File: src/logic/ptimer_pkg.sv
package ptimer_pkg;

   // Register byte addresses (one aligned word each)
   localparam logic [4:0] ADDR_CTRL0 = 5'h00;
   localparam logic [4:0] ADDR_CTRL1 = 5'h04;
   localparam logic [4:0] ADDR_COUNT_LOW = 5'h08;
   localparam logic [4:0] ADDR_COUNT_HIGH = 5'h0c;
   localparam logic [4:0] ADDR_CMPA_LOW = 5'h10;
   localparam logic [4:0] ADDR_CMPA_HIGH = 5'h14;
   localparam logic [4:0] ADDR_CMPP_LOW = 5'h18;
   localparam logic [4:0] ADDR_CMPP_HIGH = 5'h1c;

   // Control register 0 fields
   localparam int CTRL0_PAUSE_BIT = 7;
   localparam int CTRL0_ENABLE_BIT = 3;
   localparam int CTRL0_PRESCALE_LSB = 4;

   // Control register 1 fields
   localparam int CTRL1_MODE_LSB = 6;
   localparam int CTRL1_PIN_LSB = 4;
   localparam int CTRL1_LEVEL_BIT = 3;
   localparam int CTRL1_INVERT_BIT = 2;
   localparam int CTRL1_RSVD_BIT = 1;
   localparam int CTRL1_CLEAR_BIT = 0;

   localparam logic [7:0] CTRL_RESET = 8'h00;
   localparam logic [9:0] COUNT_RESET = 10'h000;
   localparam logic [9:0] COUNT_MAX = 10'h3ff;
   localparam logic [1:0] RESP_OKAY = 2'b00;
   localparam logic [1:0] RESP_SLVERR = 2'b10;

   typedef enum logic [1:0]
   {
      MODE_COMPARE = 2'b00,
      MODE_UNDEF = 2'b01,
      MODE_PWM = 2'b10,
      MODE_COUNTER = 2'b11
   } mode_t;

   typedef struct packed
   {
      mode_t mode_select;
      logic [1:0] pin_action_select;
      logic output_level_control;
      logic output_invert;
      logic reserved;
      logic clear_source_select;
   } ctrl1_t;

   typedef struct packed
   {
      logic match_a;
      logic match_p;
   } match_t;

endpackage

File: src/logic/periodic_timer_control_regs.sv
//Contract
//- Mode 00 compare match, 10 PWM or single pulse, 11 timer/counter.
//- Timer/counter mode: level, invert and pin-action bits do not touch the pin.
//- Compare mode, A match: 00 hold, 01 low, 10 high, 11 toggle.
//- PWM group: 00 inactive, 01 active, 10 PWM, 11 single pulse.
//- Compare mode: requested level equal to initial level gives no visible change.
//- Enable rising edge returns the pin to its initial level.
//- Compare mode: level bit sets pin before any match, 0 low, 1 high.
//- PWM mode: level bit sets active level, 0 low, 1 high.
//- Single pulse: level bit is the level driven at enable rise.
//- Invert bit set inverts the output pin, clear passes it.
//- Clear source 1 clears on A match, 0 on P match or overflow.
//- Overflow clear only with clear source 0 and compare P all zero.
//- Clear source ignored in PWM and single pulse modes.
//- Counter read only as low byte and two-bit high byte.
//- Compare A held in read/write low and high bytes, reset zero.
//- Compare P held in read/write low and high bytes, reset zero.
//- Enable rise zeroes the counter; enable fall stops and keeps it.
//- Comparators A and P continuously compare counter and make match events, except A at compare A zero and P with clear source 1 outside PWM.
//- PWM: P match clears counter for period, A sets duty.
`timescale 1ns/1ns
module periodic_timer_control_regs
   import ptimer_pkg::*;
(
   input wire logic aclk,
   input wire logic aresetn,
   input wire logic [4:0] s_axi_awaddr,
   input wire logic s_axi_awvalid,
   output logic s_axi_awready,
   input wire logic [31:0] s_axi_wdata,
   input wire logic [3:0] s_axi_wstrb,
   input wire logic s_axi_wvalid,
   output logic s_axi_wready,
   output logic [1:0] s_axi_bresp,
   output logic s_axi_bvalid,
   input wire logic s_axi_bready,
   input wire logic [4:0] s_axi_araddr,
   input wire logic s_axi_arvalid,
   output logic s_axi_arready,
   output logic [31:0] s_axi_rdata,
   output logic [1:0] s_axi_rresp,
   output logic s_axi_rvalid,
   input wire logic s_axi_rready,
   input wire logic timer_tick,
   output logic timer_output_pin,
   output logic match_a_evt,
   output logic match_p_evt
);

   ////////////////////////////////////////////////////////////////////////
   logic [7:0] ctrl0_q;
   ctrl1_t ctrl1_q;
   logic [9:0] count_q;
   logic [9:0] cmpa_q;
   logic [9:0] cmpp_q;
   logic [9:0] count_next;
   logic enable_q;
   logic enable_prev_q;
   logic tick_s1_q;
   logic tick_s2_q;
   logic tick_prev_q;
   logic pin_q;
   logic [4:0] awaddr_q;
   logic aw_held_q;
   logic [31:0] wdata_q;
   logic [3:0] wstrb_q;
   logic w_held_q;
   logic wr_go;
   logic wr_hit;
   logic rd_hit;
   logic [7:0] rd_byte;
   logic enable_rise;
   logic tick;
   logic run;
   match_t match;
   logic clear_cnt;
   logic sp_stop;
   mode_t mode;
   logic drive_level;
   logic pwm_active;

   assign mode = ctrl1_q.mode_select;
   assign enable_q = ctrl0_q[CTRL0_ENABLE_BIT];

   ////////////////////////////////////////////////////////////////////////
   // Write channel capture, either order
   assign wr_go = aw_held_q && w_held_q && !s_axi_bvalid;
   assign s_axi_awready = !aw_held_q;
   assign s_axi_wready = !w_held_q;

   always_ff @(posedge aclk)
   begin
      if (!aresetn)
      begin
         aw_held_q <= 1'b0;
         awaddr_q <= 5'h00;
      end
      else if (s_axi_awvalid && !aw_held_q)
      begin
         aw_held_q <= 1'b1;
         awaddr_q <= s_axi_awaddr;
      end
      else if (wr_go)
         aw_held_q <= 1'b0;
   end

   always_ff @(posedge aclk)
   begin
      if (!aresetn)
      begin
         w_held_q <= 1'b0;
         wdata_q <= 32'h0000_0000;
         wstrb_q <= 4'h0;
      end
      else if (s_axi_wvalid && !w_held_q)
      begin
         w_held_q <= 1'b1;
         wdata_q <= s_axi_wdata;
         wstrb_q <= s_axi_wstrb;
      end
      else if (wr_go)
         w_held_q <= 1'b0;
   end

   always_comb
   begin
      case (awaddr_q)
         ADDR_CTRL0, ADDR_CTRL1, ADDR_COUNT_LOW, ADDR_COUNT_HIGH,
         ADDR_CMPA_LOW, ADDR_CMPA_HIGH, ADDR_CMPP_LOW, ADDR_CMPP_HIGH: wr_hit = 1'b1;
         default: wr_hit = 1'b0;
      endcase
   end

   always_ff @(posedge aclk)
   begin
      if (!aresetn)
      begin
         s_axi_bvalid <= 1'b0;
         s_axi_bresp <= RESP_OKAY;
      end
      else if (wr_go)
      begin
         s_axi_bvalid <= 1'b1;
         s_axi_bresp <= wr_hit ? RESP_OKAY : RESP_SLVERR;
      end
      else if (s_axi_bready)
         s_axi_bvalid <= 1'b0;
   end

   ////////////////////////////////////////////////////////////////////////
   // Register writes; single pulse A match drops the enable bit
   always_ff @(posedge aclk)
   begin
      if (!aresetn)
         ctrl0_q <= CTRL_RESET;
      else if (wr_go && awaddr_q == ADDR_CTRL0 && wstrb_q[0])
         ctrl0_q <= {wdata_q[7:3], 3'b000};
      else if (sp_stop)
         ctrl0_q[CTRL0_ENABLE_BIT] <= 1'b0;
   end

   always_ff @(posedge aclk)
   begin
      if (!aresetn)
         ctrl1_q <= ctrl1_t'(CTRL_RESET);
      else if (wr_go && awaddr_q == ADDR_CTRL1 && wstrb_q[0])
         ctrl1_q <= ctrl1_t'(wdata_q[7:0]);
   end

   always_ff @(posedge aclk)
   begin
      if (!aresetn)
      begin
         cmpa_q <= COUNT_RESET;
         cmpp_q <= COUNT_RESET;
      end
      else if (wr_go && wstrb_q[0])
      begin
         case (awaddr_q)
            ADDR_CMPA_LOW: cmpa_q[7:0] <= wdata_q[7:0];
            ADDR_CMPA_HIGH: cmpa_q[9:8] <= wdata_q[1:0];
            ADDR_CMPP_LOW: cmpp_q[7:0] <= wdata_q[7:0];
            ADDR_CMPP_HIGH: cmpp_q[9:8] <= wdata_q[1:0];
            default: ;
         endcase
      end
   end

   ////////////////////////////////////////////////////////////////////////
   // Read channel
   assign s_axi_arready = !s_axi_rvalid;

   always_comb
   begin
      rd_hit = 1'b1;
      case (s_axi_araddr)
         ADDR_CTRL0: rd_byte = ctrl0_q;
         ADDR_CTRL1: rd_byte = ctrl1_q;
         ADDR_COUNT_LOW: rd_byte = count_q[7:0];
         ADDR_COUNT_HIGH: rd_byte = {6'h00, count_q[9:8]};
         ADDR_CMPA_LOW: rd_byte = cmpa_q[7:0];
         ADDR_CMPA_HIGH: rd_byte = {6'h00, cmpa_q[9:8]};
         ADDR_CMPP_LOW: rd_byte = cmpp_q[7:0];
         ADDR_CMPP_HIGH: rd_byte = {6'h00, cmpp_q[9:8]};
         default:
         begin
            rd_byte = 8'h00;
            rd_hit = 1'b0;
         end
      endcase
   end

   always_ff @(posedge aclk)
   begin
      if (!aresetn)
      begin
         s_axi_rvalid <= 1'b0;
         s_axi_rdata <= 32'h0000_0000;
         s_axi_rresp <= RESP_OKAY;
      end
      else if (s_axi_arvalid && !s_axi_rvalid)
      begin
         s_axi_rvalid <= 1'b1;
         s_axi_rdata <= {24'h000000, rd_byte};
         s_axi_rresp <= rd_hit ? RESP_OKAY : RESP_SLVERR;
      end
      else if (s_axi_rready)
         s_axi_rvalid <= 1'b0;
   end

   ////////////////////////////////////////////////////////////////////////
   // Timer clock tick: external level, synchronised then edge detected
   always_ff @(posedge aclk)
   begin
      if (!aresetn)
      begin
         tick_s1_q <= 1'b0;
         tick_s2_q <= 1'b0;
         tick_prev_q <= 1'b0;
         enable_prev_q <= 1'b0;
      end
      else
      begin
         tick_s1_q <= timer_tick;
         tick_s2_q <= tick_s1_q;
         tick_prev_q <= tick_s2_q;
         enable_prev_q <= enable_q;
      end
   end

   assign tick = tick_s2_q && !tick_prev_q;
   assign enable_rise = enable_q && !enable_prev_q;
   assign run = enable_q && !ctrl0_q[CTRL0_PAUSE_BIT] && !enable_rise;

   ////////////////////////////////////////////////////////////////////////
   // Comparators and counter
   // Match on the value the next tick reaches, so the period equals compare P
   assign count_next = count_q + 10'h001;
   assign match.match_a = (count_next == cmpa_q);
   assign match.match_p = (count_next == cmpp_q);

   always_comb
   begin
      if (mode == MODE_PWM)
         clear_cnt = match.match_p && cmpp_q != COUNT_RESET;
      else if (ctrl1_q.clear_source_select)
         clear_cnt = match.match_a;
      else
         clear_cnt = match.match_p && cmpp_q != COUNT_RESET;
   end

   assign sp_stop = run && tick && mode == MODE_PWM && ctrl1_q.pin_action_select == 2'b11
                    && match.match_a;

   always_ff @(posedge aclk)
   begin
      if (!aresetn)
         count_q <= COUNT_RESET;
      else if (enable_rise)
         count_q <= COUNT_RESET;
      else if (run && tick)
      begin
         if (clear_cnt)
            count_q <= COUNT_RESET;
         else
            count_q <= count_next;
      end
   end

   always_ff @(posedge aclk)
   begin
      if (!aresetn)
      begin
         match_a_evt <= 1'b0;
         match_p_evt <= 1'b0;
      end
      else
      begin
         match_a_evt <= run && tick && match.match_a && cmpa_q != COUNT_RESET;
         match_p_evt <= run && tick && match.match_p && !(ctrl1_q.clear_source_select && mode != MODE_PWM);
      end
   end

   ////////////////////////////////////////////////////////////////////////
   // Output pin
   assign pwm_active = count_q < cmpa_q;

   always_ff @(posedge aclk)
   begin
      if (!aresetn)
         pin_q <= 1'b0;
      else if (enable_rise)
         pin_q <= ctrl1_q.output_level_control;
      else if (mode == MODE_COMPARE && run && tick && match.match_a && cmpa_q != COUNT_RESET)
      begin
         case (ctrl1_q.pin_action_select)
            2'b01: pin_q <= 1'b0;
            2'b10: pin_q <= 1'b1;
            2'b11: pin_q <= !pin_q;
            default: ;
         endcase
      end
      else if (mode == MODE_PWM && ctrl1_q.pin_action_select == 2'b11 && (sp_stop || !enable_q))
         pin_q <= !ctrl1_q.output_level_control;
   end

   always_comb
   begin
      case (mode)
         MODE_COMPARE: drive_level = pin_q;
         MODE_PWM:
         begin
            case (ctrl1_q.pin_action_select)
               2'b00: drive_level = !ctrl1_q.output_level_control;
               2'b01: drive_level = ctrl1_q.output_level_control;
               2'b10: drive_level = pwm_active ? ctrl1_q.output_level_control
                                               : !ctrl1_q.output_level_control;
               default: drive_level = pin_q;
            endcase
         end
         default: drive_level = 1'b0;
      endcase
   end

   always_ff @(posedge aclk)
   begin
      if (!aresetn)
         timer_output_pin <= 1'b0;
      else if (mode == MODE_COUNTER || mode == MODE_UNDEF)
         timer_output_pin <= 1'b0;
      else
         timer_output_pin <= drive_level ^ ctrl1_q.output_invert;
   end

   ////////////////////////////////////////////////////////////////////////
   // Assertions
   property p_enable_rise_zero;
      @(posedge aclk) disable iff (!aresetn) enable_rise |=> count_q == COUNT_RESET;
   endproperty
   a_enable_rise_zero: assert property (p_enable_rise_zero) else $error("Counter not zeroed");

   property p_hold_when_off;
      @(posedge aclk) disable iff (!aresetn) !enable_q && !enable_prev_q |=> $stable(count_q);
   endproperty
   a_hold_when_off: assert property (p_hold_when_off) else $error("Counter moved while off");

   property p_increment;
      @(posedge aclk) disable iff (!aresetn) run && tick && !clear_cnt |=> count_q == $past(count_q) + 10'h001;
   endproperty
   a_increment: assert property (p_increment) else $error("Counter did not step");

   property p_clear_a;
      @(posedge aclk) disable iff (!aresetn)
         run && tick && mode == MODE_COMPARE && ctrl1_q.clear_source_select && match.match_a
         |=> count_q == COUNT_RESET;
   endproperty
   a_clear_a: assert property (p_clear_a) else $error("A match did not clear");

   property p_no_p_clear_on_zero;
      @(posedge aclk) disable iff (!aresetn)
         run && tick && cmpp_q == COUNT_RESET && count_q == COUNT_RESET && cmpa_q != COUNT_RESET
         && !ctrl1_q.clear_source_select |=> count_q == 10'h001;
   endproperty
   a_no_p_clear_on_zero: assert property (p_no_p_clear_on_zero) else $error("Zero P cleared");

   property p_initial_level;
      @(posedge aclk) disable iff (!aresetn)
         enable_rise && mode == MODE_COMPARE && $stable(ctrl1_q)
         |=> ##1 timer_output_pin == (ctrl1_q.output_level_control ^ ctrl1_q.output_invert);
   endproperty
   a_initial_level: assert property (p_initial_level) else $error("Pin not at initial level");

   property p_counter_pin_low;
      @(posedge aclk) disable iff (!aresetn) mode == MODE_COUNTER |=> !timer_output_pin;
   endproperty
   a_counter_pin_low: assert property (p_counter_pin_low) else $error("Pin driven in counter mode");

   property p_force_active;
      @(posedge aclk) disable iff (!aresetn)
         mode == MODE_PWM && ctrl1_q.pin_action_select == 2'b01 && $stable(ctrl1_q)
         |=> timer_output_pin == ($past(ctrl1_q.output_level_control) ^ $past(ctrl1_q.output_invert));
   endproperty
   a_force_active: assert property (p_force_active) else $error("Forced active wrong");

   property p_count_high_read;
      @(posedge aclk) disable iff (!aresetn)
         s_axi_arvalid && !s_axi_rvalid && s_axi_araddr == ADDR_COUNT_HIGH
         |=> s_axi_rvalid && s_axi_rdata[31:2] == 30'h0 && s_axi_rdata[1:0] == $past(count_q[9:8]);
   endproperty
   a_count_high_read: assert property (p_count_high_read) else $error("Counter high read wrong");

   c_pwm_period: cover property (@(posedge aclk) disable iff (!aresetn)
      mode == MODE_PWM && run && tick && clear_cnt);
   c_toggle: cover property (@(posedge aclk) disable iff (!aresetn)
      mode == MODE_COMPARE && ctrl1_q.pin_action_select == 2'b11 && match_a_evt);
   c_single_pulse_end: cover property (@(posedge aclk) disable iff (!aresetn) sp_stop);

endmodule // periodic_timer_control_regs

File: config.mk
export PLATFORM = sky130hd
export DESIGN_NAME = periodic_timer_control_regs
export DESIGN_NICKNAME = d
export VERILOG_FILES = /design/src/logic/ptimer_pkg.sv /design/src/logic/periodic_timer_control_regs.sv
export SDC_FILE = /design/constraint.sdc
export NUM_CORES = 1
export LEC_CHECK = 0
export BUFFER_PORTS_ARGS = -buffer_cell sky130_fd_sc_hd__buf_2
export CELL_PAD_IN_SITES_DETAIL_PLACEMENT = 1
export CELL_PAD_IN_SITES_GLOBAL_PLACEMENT = 2
export CORE_AREA = 2 2 116 118
export CTS_BUF_LIST = sky130_fd_sc_hd__clkbuf_2 sky130_fd_sc_hd__clkbuf_4 sky130_fd_sc_hd__clkbuf_8
export CTS_CLUSTER_SIZE = 16
export DETAILED_ROUTE_END_ITERATION = 12
export DIE_AREA = 0 0 118 120
export PLACE_DENSITY = 0.94
export SLEW_MARGIN = 10
export SYNTH_ARGS = -nofsm -noshare
export SYNTH_HDL_FRONTEND = slang
export SYNTH_SLANG_ARGS = --single-unit
File: constraint.sdc
create_clock -name aclk -period 4.2 [get_ports aclk]
set_input_delay 0.42 -clock aclk [delete_from_list [all_inputs] [get_ports aclk]]
set_output_delay 0.42 -clock aclk [all_outputs]
set_load 0.01 [all_outputs]
==> impl_table.tex, run 1 <==
\begin{tabular}{lr}
\hline
Metric & Value \\
\hline
\multicolumn{2}{l}{\textbf{Yosys}} \\
\quad Sequential share of the synthesized area & 35.0\% \\
\quad Area share of the largest cell type after synthesis & 35.0\% \\
\quad Post-synthesis cell type with the largest combined area & dfxtp\_1 \\
\quad Cell Area, Synth & 4580 um\^{}2 \\
\quad Number of synthesized register bits & 80 \\
\quad Predominant post-synthesis flop cell & dfxtp\_1 \\
\quad Number of enable flip-flop cells after synthesis & 0 \\
\quad Cell types with the highest counts after synthesis & dfxtp\_1, nor2\_1, nand2\_1 \\
\quad Warnings from Yosys & 0 \\
\quad Post-synthesis average cell area & 8.36 um\^{}2 \\
\quad Share of synthesized flip-flops with an asynchronous set or reset & 0\% \\
\quad Distinct cell type count of the synthesized netlist & 61 \\
\quad Most frequent cell after synthesis & dfxtp\_1 \\
\quad Gate count of the mapped netlist & 548 \\
\quad Top cells by area, synth & dfxtp\_1, mux2i\_1, nor2\_1 \\
\multicolumn{2}{l}{\textbf{Place}} \\
\quad Detailed Place HPWL & 9880 um \\
\quad Routability cong. & 0.883 \\
\quad Cell count after placement & 733 \\
\quad Worst setup slack before clock tree synthesis & 1.09 ns \\
\quad Count of input and output buffers & 44 \\
\multicolumn{2}{l}{\textbf{Critical path}} \\
\quad Critical path class & flip-flop to flip-flop \\
\quad Crit path arrival time & 3.41 ns \\
\quad Max FO, Critical Path & 12 \\
\quad Critical path's largest stage delay & 0.62 ns \\
\quad List of cells traversed by the critical path & nand3\_1 -> or3\_4 -> xnor2\_1 -> or4\_1 -> o32a\_1 -> a21boi\_1 -> a31o\_2 \\
\quad Slowest cell on the critical path & dfxtp\_1 \\
\quad Critical path data required time & 4.48 ns \\
\quad Capturing element type of the critical path & flip-flop \\
\quad Critical Path Start Type & flip-flop \\
\multicolumn{2}{l}{\textbf{GRT}} \\
\quad Final global-route overflow total & 0 \\
\quad Global-route wire length before repair & 21,500 um \\
\quad Vias in the first global route & 4,108 \\
\quad Number of antenna violations at the first check in global routing & 0 \\
\quad Pin count of the biggest net entering global routing & 41 \\
\quad Aggregate global-route resource usage & 19.3\% \\
\multicolumn{2}{l}{\textbf{Die}} \\
\quad Number of ports placed on the die boundary & 98 \\
\quad Die width & 118 um \\
\quad Placement Rows & 42 \\
\quad Die span in y & 120 um \\
\quad Die area & 14,200 um\^{}2 \\
\quad Placeable core region & 13,000 um\^{}2 \\
\quad Initial core utilization & 35.3\% \\
\multicolumn{2}{l}{\textbf{STA}} \\
\quad RSZ-0062 raised after global routing & false \\
\quad Final period util & 74.5\% \\
\quad Measured slew at the worst slew-check pin & 1.11 ns \\
\quad Hold Violations, Final & 0 \\
\quad Clock Skews & 0.0145 ns \\
\quad Sum Neg Setup Slack & 0 ns \\
\quad Highest achievable clock rate & 320 MHz \\
\quad Worst slew margin relative to its limit & 25.3\% \\
\quad Total count of max-transition violations in the final report & 0 \\
\quad Minimum clock period after layout & 3.13 ns \\
\quad Count of endpoints failing setup in the final report & 0 \\
\quad Slack of the critical path & 1.07 ns \\
\multicolumn{2}{l}{\textbf{Pwr}} \\
\quad Total power density per cell area & 304 nW/um\^{}2 \\
\quad Largest vdd supply drop & 0.000176 V \\
\quad Pleak & 2.09 nW \\
\multicolumn{2}{l}{\textbf{Routing}} \\
\quad Routed WL & 13,100 um \\
\quad Vias after detailed routing & 3,936 \\
\quad Count of unresolved DRC violations after routing & 0 \\
\quad Number of vias per cell & 5.26 \\
\quad Routed length per placed instance & 17.6 um \\
\quad Iteration count of the initial detailed-routing pass & 4 \\
\quad ANT nets after route & 0 \\
\quad DRC violation total after the first TritonRoute iteration & 186 \\
\multicolumn{2}{l}{\textbf{Clocking}} \\
\quad TritonCTS clock tree & built \\
\quad Worst-skew pair later-pin latency & 0.38 ns \\
\quad Count of instances resized after the clock tree is built & 0 \\
\quad Post-CTS setup buffer count & 0 \\
\quad TritonCTS sink count & 80 \\
\quad CTS Root Cell & clkbuf\_8 \\
\quad Number of buffers on the longest clock path & 2 \\
\quad Number of hold-repair buffers added at the cts stage & 0 \\
\quad Htree depth & 3 \\
\quad CTS clock-pin slew for the worst setup and hold paths & 0.10 ns \\
\quad CTS Buf Count & 9 \\
\multicolumn{2}{l}{\textbf{Cells and area}} \\
\quad Filler instances & 1,610 \\
\quad Count of placed standard cells in the final layout, fillers left out & 749 \\
\quad Layout cells sized above 1 & 13.6\% \\
\quad Multi-input logic area & 2640 um\^{}2 \\
\quad Area added between synthesis and finish & 8.71\% \\
\quad Storage cell area & 1600 um\^{}2 \\
\quad Ant. Diodes & 0 \\
\quad Total Nets Final & 633 \\
\multicolumn{2}{l}{\textbf{Worst hold path}} \\
\quad Worst min-delay path class & input pin to flip-flop \\
\multicolumn{2}{l}{\textbf{Status}} \\
\quad Status & completed \\
\multicolumn{2}{l}{\textbf{Job}} \\
\quad Max-cap check violation count & 0 \\
\hline
\end{tabular}
==> flip-flops by register name (all words and copies together), names as in the netlist, 5 cells and up <==
register / count
wdata_q: 8
cmpp_q: 10
awaddr_q: 5
ctrl1_q: 6
ctrl0_q: 5
count_q: 10
s_axi_rdata: 8
cmpa_q: 10
==> path summary, 6_finish.rpt <==
| check | depth (start not counted) | end | slack [ns] | from |
|---|---|---|---|---|
| worst max-delay path | 7 | count_q[8] | 1.07 | count_q[2] |
| worst min-delay path | 2 | s_axi_rvalid | 0.23 | s_axi_rready |
| worst max register to register | 7 | count_q[8] | 1.07 | count_q[2] |
| worst min register to register | 1 | tick_s2_q | 0.44 | tick_s1_q |
==> metrics by stage <==
stage	utilization (%)	hold slack, ns	power (W)	instance area, um^2
CTS	38.4	0.218	0.00153	4980
global route	38.4	0.229	0.00158	4980
floorplan	-	0.412	0.000897	4680
detailed placement	36.8	0.425	0.000920	4770
finish	38.4	0.231	0.00152	4980
global placement	36.8	0.420	0.000914	4770
==> per-layer routing <==
| metal | up-vias | GRT usage [%] | wire length, um |
|---|---|---|---|
| met1 | 1912 | 24.3 | 5970 |
| met3 | 26 | 4.13 | 583 |
| met4 | 0 | 7.08 | 292 |
| met2 | 98 | 32.4 | 6300 |
| met5 | - | 0 | 0 |
| li1 | 1900 | - | - |
==> layout make-up <==
| class | count | area share (%) |
|---|---|---|
| repair buffers | 46 | 4.72 |
| clock buffers | 9 | 2.49 |
| multi-input cells | 412 | 53.1 |
| clock inverters | 7 | 1.71 |
| flip-flops and latches | 80 | 32.2 |
| well taps | 176 | 4.42 |
| inverters | 19 | 1.43 |
==> critical path, delay by kind of cell (launching register included) <==
family | cells | cell delay [ns]
XOR/XNOR | 1 | 0.15
AO/OA/AOI/OAI | 3 | 0.76
flip-flops | 1 | 0.62
AND/OR/NAND/NOR | 3 | 1.50
==> layout by cell type, fill, tap and decap left out, types with 4 or more instances in the layout <==
cell	instances
dfxtp_1	80
nor2_1	68
nand2_1	48
buf_2	44
mux2i_1	40
o21ai_0	26
conb_1	26
a21oi_1	24
nand3_1	20
inv_1	18
nor4_1	13
xnor2_1	12
ha_1	11
a211oi_1	9
clkbuf_8	9
nor2b_1	8
nor3_1	7
and3_1	7
a22oi_1	7
nand2b_1	6
and2_1	6
xor2_1	6
nand4_1	5
xnor3_1	5
mux2_2	4
a22o_1	4
==> power breakdown <==
part | switching, W | leakage [nW] | internal [W]
Combinational | 0.0000697 | 1.33 | 0.0000364
Sequential | 0.0000183 | 0.650 | 0.000777
Clock | 0.000329 | 0.106 | 0.000286
==> logic make-up (layout without fill, tap and decap cells) <==
group | count (synthesis) | after routing | synth area share, %
simple gates | 214 | 214 | 23.5
compound gates | 93 | 93 | 13.0
buf+inv | 81 | 81 | 9.39
other cells | 1 | 26 | 0.0818
flops | 80 | 80 | 35.0
fa+ha+maj | 11 | 11 | 3.00
mux | 45 | 45 | 10.2
xor+xnor | 23 | 23 | 5.90
Power figures use the tool's default switching activity.
==> inputs of run 2 (changes only) <==
- CORE_AREA: 2 2 116 118 -> 2 2 121 123
- DIE_AREA: 0 0 118 120 -> 0 0 123 125
- PLACE_DENSITY: 0.94 -> 0.88
- clock period: 4.2 -> 3 ns (I/O delays scaled with it)
==> run 2 against run 1 <==
Total power increased by 37%. Worst setup slack got worse by 0.85 ns. Combinational power increased by 42%. Sequential cell count unchanged. Largest power group unchanged.
==> impl_table.tex, run 2 (same netlist as run 1, synthesis figures left out) <==
\begin{tabular}{lr}
\hline
Metric & Value \\
\hline
\multicolumn{2}{l}{\textbf{STA}} \\
\quad Count of endpoints failing setup in the final report & 0 (unchanged) \\
\quad RSZ-0062 raised after global routing & false (unchanged) \\
\quad Final period util & 92.5\% (was 74.5\%) \\
\quad Hold Violations, Final & 0 (unchanged) \\
\quad Measured slew at the worst slew-check pin & 1.09 ns (was 1.11 ns) \\
\quad Worst slew margin relative to its limit & 27.4\% (was 25.3\%) \\
\quad Highest achievable clock rate & 360 MHz (was 320 MHz) \\
\quad Sum Neg Setup Slack & 0 ns (unchanged) \\
\quad Total count of max-transition violations in the final report & 0 (unchanged) \\
\quad Clock Skews & 0.0129 ns (was 0.0145 ns) \\
\quad Minimum clock period after layout & 2.78 ns (was 3.13 ns) \\
\multicolumn{2}{l}{\textbf{Job}} \\
\quad Max-cap check violation count & 0 (unchanged) \\
\multicolumn{2}{l}{\textbf{Clocking}} \\
\quad CTS clock-pin slew for the worst setup and hold paths & 0.08 ns (was 0.10 ns) \\
\quad Number of buffers on the longest clock path & 2 (unchanged) \\
\quad Post-CTS setup buffer count & 0 (unchanged) \\
\quad Htree depth & 3 (unchanged) \\
\quad Number of hold-repair buffers added at the cts stage & 0 (unchanged) \\
\quad CTS Buf Count & 9 (unchanged) \\
\quad TritonCTS clock tree & built (unchanged) \\
\quad Worst-skew pair later-pin latency & 0.37 ns (was 0.38 ns) \\
\quad CTS Root Cell & clkbuf\_8 (unchanged) \\
\quad TritonCTS sink count & 80 (unchanged) \\
\multicolumn{2}{l}{\textbf{Routing}} \\
\quad Routed WL & 13,200 um (was 13,100 um) \\
\quad ANT nets after route & 0 (unchanged) \\
\quad Number of vias per cell & 5.14 (was 5.26) \\
\quad Count of unresolved DRC violations after routing & 0 (unchanged) \\
\quad Vias after detailed routing & 3,970 (was 3,936) \\
\quad Routed length per placed instance & 17.0 um (was 17.6 um) \\
\quad DRC violation total after the first TritonRoute iteration & 201 (was 186) \\
\quad Iteration count of the initial detailed-routing pass & 5 (was 4) \\
\multicolumn{2}{l}{\textbf{Critical path}} \\
\quad Critical path data required time & 3.27 ns (was 4.48 ns) \\
\quad Critical Path Start Type & flip-flop (unchanged) \\
\quad Critical path class & flip-flop to flip-flop (unchanged) \\
\quad Capturing element type of the critical path & flip-flop (unchanged) \\
\quad Max FO, Critical Path & 6 (was 12) \\
\quad Crit path arrival time & 3.05 ns (was 3.41 ns) \\
\multicolumn{2}{l}{\textbf{Cells and area}} \\
\quad Ant. Diodes & 0 (unchanged) \\
\quad Most frequent cells in the layout & dfxtp\_1, nor2\_1, nand2\_1 (unchanged) \\
\quad Area added between synthesis and finish & 11.3\% (was 8.71\%) \\
\quad Layout cells sized above 1 & 16.0\% (was 13.6\%) \\
\quad Largest registers in the final layout & cmpa\_q (10), cmpp\_q (10), count\_q (10) (unchanged) \\
\quad Filler instances & 1,754 (was 1,610) \\
\quad Total Nets Final & 649 (was 633) \\
\quad Final non-filler cell area & 5100 um\^{}2 (was 4980 um\^{}2) \\
\quad Most common library cell in the layout ignoring fill and taps & dfxtp\_1 (unchanged) \\
\multicolumn{2}{l}{\textbf{Place}} \\
\quad Routability cong. & 0.909 (was 0.883) \\
\quad Placement-stage cell area & 4900 um\^{}2 (was 4770 um\^{}2) \\
\quad Detailed Place HPWL & 10,000 um (was 9880 um) \\
\quad Count of input and output buffers & 44 (unchanged) \\
\multicolumn{2}{l}{\textbf{Status}} \\
\quad Status & completed (unchanged) \\
\multicolumn{2}{l}{\textbf{Die}} \\
\quad Number of ports placed on the die boundary & 98 (unchanged) \\
\quad Placement Rows & 44 (was 42) \\
\quad Placeable core region & 14,200 um\^{}2 (was 13,000 um\^{}2) \\
\quad Initial core utilization & 32.3\% (was 35.3\%) \\
\quad Die span in y & 125 um (was 120 um) \\
\quad Die area & 15,400 um\^{}2 (was 14,200 um\^{}2) \\
\quad Die width & 123 um (was 118 um) \\
\multicolumn{2}{l}{\textbf{GRT}} \\
\quad Global-route wire length before repair & 21,400 um (was 21,500 um) \\
\quad Vias in the first global route & 4,032 (was 4,108) \\
\quad Pin count of the biggest net entering global routing & 40 (was 41) \\
\quad Aggregate global-route resource usage & 17.7\% (was 19.3\%) \\
\quad Final global-route overflow total & 0 (unchanged) \\
\quad Number of antenna violations at the first check in global routing & 0 (unchanged) \\
\multicolumn{2}{l}{\textbf{Worst hold path}} \\
\quad Worst min-delay path class & input pin to flip-flop (unchanged) \\
\multicolumn{2}{l}{\textbf{Pwr}} \\
\quad Largest vdd supply drop & 0.000245 V (was 0.000176 V) \\
\quad Pleak & 2.16 nW (was 2.09 nW) \\
\quad Total power density per cell area & 406 nW/um\^{}2 (was 304 nW/um\^{}2) \\
\hline
\end{tabular}
## run 2: routing by layer
metal | GRT usage (%) | wire length, um
met5 | 0 | 0
met4 | 3.74 | 155
met3 | 4.61 | 664
met2 | 30.0 | 6540
met1 | 22.6 | 5790
## run 2: stage by stage
stage / hold slack [ns] / std cells / setup WS, ns / total power (W) / util, %
2_1_floorplan: 0.400 / 573 / 0.392 / 0.00126 / -
3_3_place_gp: 0.422 / 757 / 0.348 / 0.00128 / 34.5
3_5_place_dp: 0.432 / 757 / 0.232 / 0.00129 / 34.5
4_1_cts: 0.0959 / 772 / 0.203 / 0.00210 / 35.8
5_1_grt: 0.101 / 772 / 0.0333 / 0.00216 / 35.9
6_report: 0.109 / 772 / 0.224 / 0.00207 / 35.9
## run 2: final timing paths
| path | cells after the start | start | endpoint | slack [ns] |
|---|---|---|---|---|
| setup / recovery | 8 | count_q[0] | pin_q | 0.22 |
| hold / removal | 2 | s_axi_rready | s_axi_rvalid | 0.11 |
| setup reg to reg | 8 | count_q[0] | pin_q | 0.22 |
| hold reg to reg | 1 | tick_s1_q | tick_s2_q | 0.44 |
## run 2: critical path: stages (launching register included)
cell	delay [ns]
dfxtp_1	0.45
ha_1	0.26
nand3_2	0.14
a311o_1	0.35
a32oi_1	0.22
nand3_2	0.14
or4_4	0.55
o311a_1	0.34
a311oi_1	0.24
## run 2: power breakdown
group	switching, W	total [W]	leakage [nW]	internal, W
clock network	0.000414	0.000805	0.0999	0.000391
registers	0.0000257	0.00111	0.650	0.00109
logic	0.0000988	0.000151	1.41	0.0000523
total	0.000539	0.00207	2.16	0.00153
## run 2: layout make-up
type / instances / area, um^2 / share of cell area, %
inverter: 19 / 71.3 / 1.40
clock inverter: 5 / 57.6 / 1.13
timing repair buffer: 62 / 355 / 6.97
sequential: 80 / 1600 / 31.4
multi-input combinational: 412 / 2650 / 52.0
clock buffer: 10 / 131 / 2.58
tap: 184 / 230 / 4.52
## run 2: repair_timing
item                       CTS  global route
hold endpoints to repair     0             0
setup endpoints to repair    0             1
gates resized for setup      0             1
